===== src/core/mad_cfg.svh =====
// constants for the multiply-accumulate datapath
// assumes a single 100 MHz clock and a memory sequencer outside the block
`ifndef MAD_CFG_SVH
`define MAD_CFG_SVH

`define MAD_IND_BIT 7
`define MAD_NAR_LSB 0
`define MAD_NFLAG_BIT 3
`define MAD_ARU_LSB 4
`define MAD_ACC_RST 32'h0000_0000
`define MAD_PRODUCT_REG_RST 32'h0000_0000
`define MAD_MULTIPLICAND_REG_RST 16'h0000
`define MAD_AR_RST 16'h0000
`define MAD_ARP_RST 3'h0
`define MAD_ACC_MAX 32'h7FFF_FFFF
`define MAD_ACC_MIN 32'h8000_0000
`define MAD_PERIOD_NS 10
`define MAD_STEP_NS 10
`define MAD_STEP_CYC ((`MAD_STEP_NS + `MAD_PERIOD_NS - 1) / `MAD_PERIOD_NS)

`endif


===== src/core/mad_pkg.sv =====
// types for the multiply-accumulate datapath
// assumes the constants header is included by the design file
package mad_pkg;
  typedef enum logic [2:0] {
    MAD_OP_NONE = 3'h0,
    MAD_OP_MAC_WITH_DATA_MOVE = 3'h1,
    MAD_OP_MACN = 3'h2,
    MAD_OP_MAR = 3'h3,
    MAD_OP_MPY = 3'h4,
    MAD_OP_MPYK = 3'h5,
    MAD_OP_MULTIPLY_AND_ACCUMULATE = 3'h6
  } mad_op_t;

  typedef enum logic [2:0] {
    MAD_ARU_NONE = 3'h0,
    MAD_ARU_DEC = 3'h1,
    MAD_ARU_INC = 3'h2,
    MAD_ARU_RSV = 3'h3,
    MAD_ARU_DEC0 = 3'h4,
    MAD_ARU_INC0 = 3'h5,
    MAD_ARU_BRD = 3'h6,
    MAD_ARU_BRI = 3'h7
  } mad_aru_t;

  typedef enum logic [4:0] {
    MAD_ST_IDLE = 5'h01,
    MAD_ST_FETCH = 5'h02,
    MAD_ST_WAIT = 5'h04,
    MAD_ST_RUN = 5'h08,
    MAD_ST_DONE = 5'h10
  } mad_state_t;
endpackage


===== src/core/mad_datapath.sv =====
// multiply-accumulate datapath: accumulate, multiply, data move and aux update
// assumes memory reads are presented as words by the surrounding sequencer;
// placement inputs say where operands and code live for cycle costs and the move gate
`timescale 1ns/1ps
`include "mad_cfg.svh"

module mad_datapath (
  input wire logic clk,
  input wire logic reset_n,
  input wire logic start,
  input wire mad_pkg::mad_op_t op,
  input wire logic [15:0] opcode,
  input wire logic [15:0] pma,
  input wire logic [15:0] pc_in,
  input wire logic [8:0] dp,
  input wire logic [15:0] rpt_count,
  input wire logic [15:0] data_word,
  input wire logic [15:0] prog_word,
  input wire logic [1:0] product_shift_mode,
  input wire logic overflow_mode,
  input wire logic op2_ext,
  input wire logic op2_mmr,
  input wire logic op2_single_access_ram,
  input wire logic ops_same_block,
  input wire logic code_same_block,
  input wire logic [15:0] aux_index,
  output logic busy,
  output logic done,
  output logic [15:0] data_addr,
  output logic [15:0] prog_addr,
  output logic move_we,
  output logic [15:0] move_addr,
  output logic [15:0] move_data,
  output logic [15:0] pc_out,
  output logic [15:0] multiplicand_reg,
  output logic [31:0] product_reg,
  output logic [31:0] accumulator,
  output logic carry_flag,
  output logic overflow_flag,
  output logic [2:0] aux_pointer,
  output logic [2:0] aux_pointer_buffer,
  output logic [15:0] aux_reg_cur
);
  import mad_pkg::*;

  // ==========================================================
  // functions
  function automatic logic [31:0] shift_prod(input logic [31:0] p, input logic [1:0] m);
    logic [31:0] r;
    r = p;
    unique case (m)
      2'h0: r = p;
      2'h1: r = {p[30:0], 1'b0};
      2'h2: r = {p[27:0], 4'h0};
      2'h3: r = {{6{p[31]}}, p[31:6]};
    endcase
    return r;
  endfunction

  function automatic logic [31:0] smul(input logic [15:0] a, input logic [15:0] b);
    logic signed [31:0] r;
    r = $signed(a) * $signed(b);
    return r;
  endfunction

  function automatic logic [15:0] ar_step(input logic [15:0] a, input logic [15:0] ix,
                                          input mad_aru_t u);
    logic [15:0] r;
    logic [15:0] ra;
    logic [15:0] rx;
    logic [15:0] rs;
    r = a;
    // bit-reversed operands: the carry runs from the top bit downwards
    ra = {<<{a}};
    rx = {<<{ix}};
    rs = 16'h0000;
    unique case (u)
      MAD_ARU_NONE, MAD_ARU_RSV: r = a;
      MAD_ARU_DEC: r = a - 16'h0001;
      MAD_ARU_INC: r = a + 16'h0001;
      MAD_ARU_DEC0: r = a - ix;
      MAD_ARU_INC0: r = a + ix;
      MAD_ARU_BRD: begin
        rs = ra - rx;
        r = {<<{rs}};
      end
      MAD_ARU_BRI: begin
        rs = ra + rx;
        r = {<<{rs}};
      end
    endcase
    return r;
  endfunction

  // ==========================================================
  // sequencer
  mad_state_t state_ff;
  mad_state_t nxt_state;
  mad_op_t op_ff;
  logic [15:0] opcode_ff;
  logic [15:0] rpt_ff;
  logic [3:0] wait_ff;
  logic [15:0] pc_ff;
  logic [15:0] stack_ff;
  logic [15:0] paddr_ff;
  logic [15:0] daddr_ff;
  logic [15:0] multiplicand_reg_ff;
  logic [31:0] product_reg_ff;
  logic [31:0] acc_ff;
  logic c_ff;
  logic ov_ff;
  logic [2:0] arp_ff;
  logic [2:0] arb_ff;
  logic [15:0] ar_ff [8];
  logic we_ff;
  logic [15:0] waddr_ff;
  logic [15:0] wdata_ff;
  logic done_ff;
  logic indirect;
  logic step;
  logic last;
  logic has_move;
  logic [3:0] pre_wait;
  logic [3:0] per_wait;
  logic [32:0] sum;
  logic [31:0] sat;
  logic [31:0] sprod;
  mad_aru_t aux_update_field;

  assign indirect = opcode_ff[`MAD_IND_BIT];
  assign aux_update_field = mad_aru_t'(opcode_ff[`MAD_ARU_LSB +: 3]);
  assign step = (state_ff == MAD_ST_RUN);
  assign last = step && (rpt_ff == 16'h0000);
  // no move on mapped or external operand
  assign has_move = (op_ff == MAD_OP_MAC_WITH_DATA_MOVE) && !op2_ext && !op2_mmr;

  always_comb begin
    pre_wait = 4'h0;
    if (op_ff == MAD_OP_MAC_WITH_DATA_MOVE || op_ff == MAD_OP_MACN) begin
      pre_wait = 4'h2;
      if (rpt_ff == 16'h0000 && op2_single_access_ram && ops_same_block)
        pre_wait = code_same_block ? 4'h4 : 4'h3;
      // repeated move with operand 2 alone in single-access ram: 2n in total
      else if (rpt_ff != 16'h0000 && op_ff == MAD_OP_MAC_WITH_DATA_MOVE && op2_single_access_ram && !ops_same_block)
        pre_wait = 4'h1;
    end else if (op_ff != MAD_OP_MAR && op2_single_access_ram && code_same_block) begin
      pre_wait = 4'h1;
    end
  end

  always_comb begin
    per_wait = 4'h0;
    if (rpt_ff != 16'h0000 && op_ff == MAD_OP_MAC_WITH_DATA_MOVE && op2_single_access_ram)
      per_wait = ops_same_block ? 4'h2 : 4'h1;
  end

  always_comb begin
    nxt_state = state_ff;
    unique case (state_ff)
      MAD_ST_IDLE: if (start) nxt_state = MAD_ST_FETCH;
      MAD_ST_FETCH: nxt_state = (pre_wait == 4'h0) ? MAD_ST_RUN : MAD_ST_WAIT;
      MAD_ST_WAIT: if (wait_ff == 4'h1) nxt_state = MAD_ST_RUN;
      MAD_ST_RUN: begin
        if (last) nxt_state = MAD_ST_DONE;
        else if (per_wait != 4'h0) nxt_state = MAD_ST_WAIT;
      end
      MAD_ST_DONE: nxt_state = MAD_ST_IDLE;
    endcase
  end

  always_ff @(posedge clk) begin
    if (!reset_n) state_ff <= MAD_ST_IDLE;
    else state_ff <= nxt_state;
  end

  always_ff @(posedge clk) begin
    if (!reset_n) begin
      op_ff <= MAD_OP_NONE;
      opcode_ff <= 16'h0000;
      rpt_ff <= 16'h0000;
      wait_ff <= 4'h0;
    end else if (state_ff == MAD_ST_IDLE && start) begin
      op_ff <= op;
      opcode_ff <= opcode;
      rpt_ff <= rpt_count;
    end else if (state_ff == MAD_ST_FETCH) begin
      wait_ff <= pre_wait;
    end else if (state_ff == MAD_ST_WAIT) begin
      wait_ff <= wait_ff - 4'h1;
    end else if (step && !last) begin
      rpt_ff <= rpt_ff - 16'h0001;
      wait_ff <= per_wait;
    end
  end

  // ==========================================================
  // program counter, micro stack, operand addresses
  always_ff @(posedge clk) begin
    if (!reset_n) begin
      pc_ff <= 16'h0000;
      stack_ff <= 16'h0000;
      paddr_ff <= 16'h0000;
      daddr_ff <= 16'h0000;
    end else if (state_ff == MAD_ST_IDLE && start) begin
      pc_ff <= pc_in + 16'h0001;
      daddr_ff <= opcode[`MAD_IND_BIT] ? ar_ff[arp_ff] : {dp, opcode[6:0]};
      if (op == MAD_OP_MAC_WITH_DATA_MOVE || op == MAD_OP_MACN) begin
        stack_ff <= pc_in + 16'h0002;
        paddr_ff <= pma;
      end
    end else if (step) begin
      paddr_ff <= paddr_ff + 16'h0001;
      if (indirect) daddr_ff <= ar_step(ar_ff[arp_ff], aux_index, aux_update_field);
      if (last && (op_ff == MAD_OP_MAC_WITH_DATA_MOVE || op_ff == MAD_OP_MACN)) pc_ff <= stack_ff;
      else if (last) pc_ff <= pc_ff;
    end
  end

  // ==========================================================
  // arithmetic
  assign sprod = shift_prod(product_reg_ff, product_shift_mode);
  assign sum = {1'b0, acc_ff} + {1'b0, sprod};
  always_comb begin
    sat = sum[31:0];
    if (overflow_mode && (acc_ff[31] == sprod[31]) && (sum[31] != acc_ff[31]))
      sat = acc_ff[31] ? `MAD_ACC_MIN : `MAD_ACC_MAX;
  end

  always_ff @(posedge clk) begin
    if (!reset_n) begin
      multiplicand_reg_ff <= `MAD_MULTIPLICAND_REG_RST;
      product_reg_ff <= `MAD_PRODUCT_REG_RST;
      acc_ff <= `MAD_ACC_RST;
      c_ff <= 1'b0;
      ov_ff <= 1'b0;
    end else if (step) begin
      unique case (op_ff)
        MAD_OP_MAC_WITH_DATA_MOVE, MAD_OP_MACN, MAD_OP_MULTIPLY_AND_ACCUMULATE: begin
          acc_ff <= sat;
          c_ff <= sum[32];
          if ((acc_ff[31] == sprod[31]) && (sum[31] != acc_ff[31])) ov_ff <= 1'b1;
          if (op_ff == MAD_OP_MULTIPLY_AND_ACCUMULATE) begin
            product_reg_ff <= smul(multiplicand_reg_ff, data_word);
          end else begin
            multiplicand_reg_ff <= data_word;
            product_reg_ff <= smul(data_word, prog_word);
          end
        end
        MAD_OP_MPY: product_reg_ff <= smul(multiplicand_reg_ff, data_word);
        MAD_OP_MPYK: product_reg_ff <= smul(multiplicand_reg_ff, {{3{opcode_ff[12]}}, opcode_ff[12:0]});
        default: product_reg_ff <= product_reg_ff;
      endcase
    end
  end

  // ==========================================================
  // auxiliary registers and pointer
  always_ff @(posedge clk) begin
    if (!reset_n) begin
      for (int i = 0; i < 8; i++) ar_ff[i] <= `MAD_AR_RST;
      arp_ff <= `MAD_ARP_RST;
      arb_ff <= `MAD_ARP_RST;
    end else if (step && indirect && op_ff != MAD_OP_MPYK && op_ff != MAD_OP_NONE) begin
      ar_ff[arp_ff] <= ar_step(ar_ff[arp_ff], aux_index, aux_update_field);
      if (opcode_ff[`MAD_NFLAG_BIT]) begin
        // next pointer selects one of eight
        arp_ff <= opcode_ff[`MAD_NAR_LSB +: 3];
        arb_ff <= arp_ff;
      end
    end
  end

  // ==========================================================
  // data move write
  always_ff @(posedge clk) begin
    if (!reset_n) begin
      we_ff <= 1'b0;
      waddr_ff <= 16'h0000;
      wdata_ff <= 16'h0000;
      done_ff <= 1'b0;
    end else begin
      we_ff <= step && has_move;
      waddr_ff <= daddr_ff + 16'h0001;
      wdata_ff <= data_word;
      done_ff <= last;
    end
  end

  assign busy = (state_ff != MAD_ST_IDLE);
  assign done = done_ff;
  assign data_addr = daddr_ff;
  assign prog_addr = paddr_ff;
  assign move_we = we_ff;
  assign move_addr = waddr_ff;
  assign move_data = wdata_ff;
  assign pc_out = pc_ff;
  assign multiplicand_reg = multiplicand_reg_ff;
  assign product_reg = product_reg_ff;
  assign accumulator = acc_ff;
  assign carry_flag = c_ff;
  assign overflow_flag = ov_ff;
  assign aux_pointer = arp_ff;
  assign aux_pointer_buffer = arb_ff;
  assign aux_reg_cur = ar_ff[arp_ff];
endmodule


===== config.mk =====
export PLATFORM = sky130hd
export DESIGN_NAME = mad_datapath
export DESIGN_NICKNAME = d
export VERILOG_FILES = /design/src/core/mad_pkg.sv /design/src/core/mad_datapath.sv
export VERILOG_INCLUDE_DIRS = /design/src /design/src/core
export SDC_FILE = /design/constraint.sdc
export NUM_CORES = 2
export LEC_CHECK = 0
export ABC_AREA = 1
export BUFFER_PORTS_ARGS = -buffer_cell sky130_fd_sc_hd__clkbuf_2
export CORE_UTILIZATION = 35
export DETAILED_ROUTE_END_ITERATION = 10
export GPL_ROUTABILITY_DRIVEN = 0
export GPL_TIMING_DRIVEN = 0
export PLACE_DENSITY = 0.53
export SETUP_SLACK_MARGIN = 0.15
export SLEW_MARGIN = 20
export SYNTH_ARGS = -nofsm -noshare
export SYNTH_HDL_FRONTEND = slang
export SYNTH_SLANG_ARGS = --single-unit

===== constraint.sdc =====
create_clock -name clk -period 7.4 [get_ports clk]
set_clock_uncertainty 0.15 [all_clocks]
set_input_delay 1.11 -clock clk [delete_from_list [all_inputs] [get_ports clk]]
set_output_delay 1.11 -clock clk [all_outputs]
set_load 0.02 [all_outputs]

## Word-level counts from Yosys, hierarchy flattened

Memory sizes are Yosys's and may differ from the RTL's. A register that Yosys moved wholly into a read port is not among the register bits.
Index checks and enable logic that the tools add are counted.

- Flip-flop bits (word level): 227
- Bits in writable memories: 128
- Input bits: 135
- Output and inout port bits: 187
- Memories kept: 1

- Add/subtract/negate cells: 13
- $mul: 3
- Eq/ne operators: 34
- Multiplexer cells: 47
- Bitwise operators: 2
- Reductions and logical operators: 54

Memories:

| memory | depth | bits a word | rd ports | clocked after Yosys merged registers in | write ports | RTL line | text |
|---|---|---|---|---|---|---|---|
| ar_ff | 8 | 16 | 1 | 1 | 8 | mad_datapath.sv:114 | `logic [15:0] ar_ff [8];` |

Operator list:

| kind | number |
|---|---|
| 16-bit 2-to-1 mux | 17 |
| 32-bit case mux with 4 select lines | 1 |
| 16-bit case mux with 7 select lines | 1 |
| 32-bit 2-to-1 mux | 3 |
| 32-bit case mux with 3 select lines | 1 |
| 16-bit by 1-bit adder with 16-bit output, second input constant | 4 |
| 16-bit by 16-bit multiplier with 32-bit output | 2 |
| 32-bit by 32-bit adder with 33-bit output | 1 |
| 16-bit adder | 2 |
| 16-bit by 1-bit subtractor with 16-bit output, second input constant | 2 |
| 16-bit subtractor | 2 |
| 16-bit by 13-bit multiplier with 29-bit output | 1 |
| 5-bit case mux with 5 select lines | 1 |
| 3-bit equality test, second input constant | 7 |
| 1-bit logical AND | 20 |
| 4-bit 2-to-1 mux | 5 |
| 5-bit 2-to-1 mux | 4 |
| 16-bit by 2-bit adder with 16-bit output, second input constant | 1 |
| 16-bit logical NOT | 1 |
| 2-bit AND reduction | 8 |
| 16-bit nonzero test | 1 |
| 16-bit OR reduction | 1 |
| 3-bit 2-to-1 mux | 5 |
| 3-bit by 2-bit equality test with 1-bit output, second input constant | 4 |
| other kinds (32) | 58 |

## Logic depth before layout (Yosys ltp)

- Depth after elaboration: 10
- Depth in mapped cells: 30
- Mapped depth without buffers: 28

## Least setup slack after synthesis

No wires, ideal clock.

- Kind: input port to flip-flop
- Start point: input prog_word[4]
- End point: register product_reg_ff[30], in the netlist product_reg[30]
- Library setup time: 0.115 ns
- Arrival time: 6.418 ns
- Data required time: 7.135 ns
- Path slack: 0.717 ns
- Cell stages on the path: 24
- Path buffers: 2
- Path through: clkbuf_1 > clkbuf_1 > nand2_1 > fa_1 > inv_1 > fa_1 > fa_1 > fa_1 > inv_1 > fa_1 > inv_1 > fa_1 > ha_1 > inv_1 > nor3_1 > nand2_1 > nor4_1 > nand2_1 > nand3_1 > nand2_1 > nor2_1 > nor2_1 > nor2_1 > nor2_1

- Word-level cells in the longest chain between the ends: 3

Ends and longest elaborated chain:

| what | RTL line | text |
|---|---|---|
| start: declaration | mad_datapath.sv:18 | `input wire logic [15:0] prog_word,` |
| 16-bit by 16-bit multiplier with 32-bit output | mad_datapath.sv:62 | `r = $signed(a) * $signed(b);` |
| 32-bit 2-to-1 mux | mad_datapath.sv:242 | `if (op_ff == MAD_OP_MULTIPLY_AND_ACCUMULATE) begin` |
| 32-bit case mux with 3 select lines | mad_datapath.sv:237 | `unique case (op_ff)` |
| end signal: assignment | mad_datapath.sv:243 | `product_reg_ff <= smul(multiplicand_reg_ff, data_word);` |
| end signal: assignment | mad_datapath.sv:246 | `product_reg_ff <= smul(data_word, prog_word);` |
| end signal: assignment | mad_datapath.sv:249 | `MAD_OP_MPY: product_reg_ff <= smul(multiplicand_reg_ff, data_word);` |
| end: declaration | mad_datapath.sv:108 | `logic [31:0] product_reg_ff;` |

Every way passes these cells.
A chain may end at the register's enable or synchronous reset.

## Final worst setup path

- Start point: input data_word[11]
- End point: register product_reg_ff[17], in the netlist product_reg[17]

- Word-level cells in the longest chain between the ends: 3

Ends and longest elaborated chain:

| what | RTL line | text |
|---|---|---|
| start: declaration | mad_datapath.sv:17 | `input wire logic [15:0] data_word,` |
| 16-bit by 16-bit multiplier with 32-bit output | mad_datapath.sv:62 |  |
| 32-bit 2-to-1 mux | mad_datapath.sv:242 |  |
| 32-bit case mux with 3 select lines * | mad_datapath.sv:237 |  |

Mark *: on every way between the ends. The rest lies on a longest branch, timed or not.

==> summary.md <==
| Metric | Value |
|---|---|
| Status | `completed` |
| TritonCTS Buffers | `46` |
| Number of synthesized flops with an enable pin | `128` |
| Critical path type | `input pin to flop` |
| Setup crit start kind | `input pin` |
| Die area | `around 150000 µm²` |
| First-pass GRT wire length | `~310000 µm` |
| Period utilisation layout | `0.966` |
| Design area | `roughly 57000 µm²` |
| Final #Nets | `a little under 9000` |
| Vias/cell | `5.16` |
| Area of the core | `146000 µm²` |
| Setup TNS | `0 ns` |
| Max-Cap Viols | `0` |
| Pwr dens | `between 300 and 400 nW/µm²` |
| Total Wirelength | `205000 µm` |
| I/O Buffers | `around 290` |
| DR pass1 iterations | `6` |
| Hold Vio Cnt, Final | `0` |
| Ant diodes | `0` |
| Area leader, netlist | `fa_1` |
| CTS tree | `yes` |
| R2R depth | `23` |
| Top cell type's share of synthesized area | `0.280` |
| Tot GR Track Use | `0.273` |
| HPWL Detailed | `between 150000 and 200000 µm` |
| Row cnt | `140` |
| Tmin final | `around 7 ns` |
| Max reg flops | `between 100 and 150` |
| Cell Area, Synth | `around 52000 µm²` |
| Mapped Cells | `between 7000 and 8000` |
| Total number of vias | `between 40000 and 50000` |
| Most frequent cells in the layout | `nand2_1, inv_1, fa_1, nor2_1, clkbuf_2` |
| Clock tree buffer depth | `3` |
| Main synth FF type | `dfxtp_1` |
| Die Wd | `387 µm` |
| RSZ-0062 raised after global routing | `no` |
| GRT overflow | `0` |
| Clock tree sinks | `358` |
| Commonest non-fill, non-tap cell in the layout | `nand2_1` |
| Fin cells | `9427` |
| Iteration-0 DRC Markers | `4558` |
| Cell variety after synth | `58` |
| Largest net degree at the start of global routing | `17` |
| Hold path depth | `2` |
| Wirelength per Cell | `around 22 µm` |
| Worst-Margin Slew | `1.18 ns` |
| Initial antenna violation count | `13` |
| Max-slew violations | `0` |
| Share of cells above drive strength 1 | `0.0844` |
| Syn Area/Cell | `7.25 µm²` |
| Synth warnings | `0` |
| Root Driver | `clkbuf_16` |
| Starting density of the core | `0.354` |
| Worst rel slew slack | `0.211` |
| Sequential share of the synthesized area | `0.163` |
| Max rail drop VDD | `0.000918 V` |
| Crit path DAT | `7.51 ns` |
| Async S/R FF share, synth | `0` |
| Area grow syn2layout | `11.1%` |
| Placed Cells | `~9300` |
| Register bit total from synthesis | `358` |
| Setup violators final | `0` |
| H-tree depth | `2` |
| Hold buffer count at CTS | `0` |
| Leakage | `roughly 30 nW` |
| Vias in the first global route | `just under 50000` |
| Net Count, Synth | `between 8000 and 9000` |
| Class of the worst hold path | `flop to flop` |
| Worst skew pair latency | `~0.65 ns` |
| Hold_ws | `about 0.31 ns` |
| CP Max Fanout | `10` |
| Peak Freq | `roughly 140 MHz` |
| Ranking of synthesized cells by area | `fa_1, nand2_1, inv_1, dfxtp_1, ha_1` |
| Die Y | `387 µm` |
| Overall power | `around 19 mW` |
| Worst setup EP type | `flop` |
| DRC viols | `0` |
| Placed cell area | `about 56000 µm²` |
| Ports | `322` |
| Reg clk slew, reported paths | `~0.060 ns` |
| Antenna Violating Nets Remaining | `0` |
| Required time worst endpoint | `roughly 7.8 ns` |
-- synth_stat cells (all sizes together), types with 26 or more instances --
cell type and count:
nand2 1718, inv 1560, fa 723, nor2 619, a21oi 354, o21ai 351, nand3 337, ha 323
dfxtp 230, clkbuf 225, edfxtp 128, buf 68, xor2 65, nand4 62, nor3 57, a221oi 34
a31oi 31, o22ai 31, xnor2 26
-- worst max-delay path, cell delays in order --
cell      delay [ns]
buf_2           0.40
clkbuf_4        0.37
nand2_1         0.11
fa_1            0.52
fa_1            0.53
fa_1            0.52
inv_1           0.05
fa_1            0.49
fa_1            0.50
inv_1           0.06
fa_1            0.57
inv_1           0.06
ha_1            0.38
nand2_1         0.14
nor2_1          0.29
nand3_1         0.12
nand3_1         0.18
nand2_1         0.07
nand2_1         0.08
a21oi_1         0.06
o21ai_1         0.36
nand3_1         0.21
nor2_1          0.26
nor2_1          0.06
-- metrics by stage --
step / util / worst slack (ns)
global placement: 0.380 / -1.35
CTS: 0.392 / 0.113
global route: 0.393 / 0.151
floorplan: - / 0.717
detailed placement: 0.380 / -1.32
finish: 0.393 / 0.248
-- area by class of cell --
type,count,area [µm²]
Timing Repair Buffer,291,1460
Buffer,293,1400
Inverter,1561,5860
Tap cell,1917,2400
Sequential cell,358,8450
Clock inverter,19,269
Clock buffer,67,1380
Fill cell,15500,88800
Multi-Input combinational cell,4921,36300
-- layer usage --
layer / vias up / GRT usage / wire [µm]
met5: - / 0 / 103
met4: 16 / 0.123 / 11100
li1: 22600 / - / -
met3: 410 / 0.0489 / 17000
met2: 2064 / 0.434 / 91000
met1: 23600 / 0.362 / 86100
-- where the power goes --
| group | switching [mW] | internal [mW] | leakage, nW |
|---|---|---|---|
| clock network | 1.04 | 1.42 | 0.797 |
| logic | 10.2 | 4.15 | 26.7 |
| registers | 0.109 | 2.14 | 3.19 |
-- path summary, 6_finish.rpt --
path                  startpoint         endpoint  slack [ns]
max reg2reg  multiplicand_reg[0]  product_reg[18]        0.28
max                data_word[11]  product_reg[17]        0.25
min                  stack_ff[9]      stack_ff[9]        0.31
min reg2reg          stack_ff[9]      stack_ff[9]        0.31
-- timing repair --
| item | CTS | global route |
|---|---|---|
| gates resized for setup | 64 | 164 |
| pin swaps | 0 | 3 |
| buffers inserted | 0 | 2 |
| endpoints found under the hold margin | 0 | 0 |
| setup endpoints to repair | 20 | 20 |
-- cell families after synthesis --
group | Yosys count | synth area share
adders and majority gates | 1046 | 0.358
and+or+nand+nor | 2859 | 0.227
xor gates and xnor gates | 91 | 0.0154
DFF | 358 | 0.163
buffers and inverters | 1854 | 0.136
AOI/OAI and AO/OA | 925 | 0.100
Power figures use the tool's default switching activity.
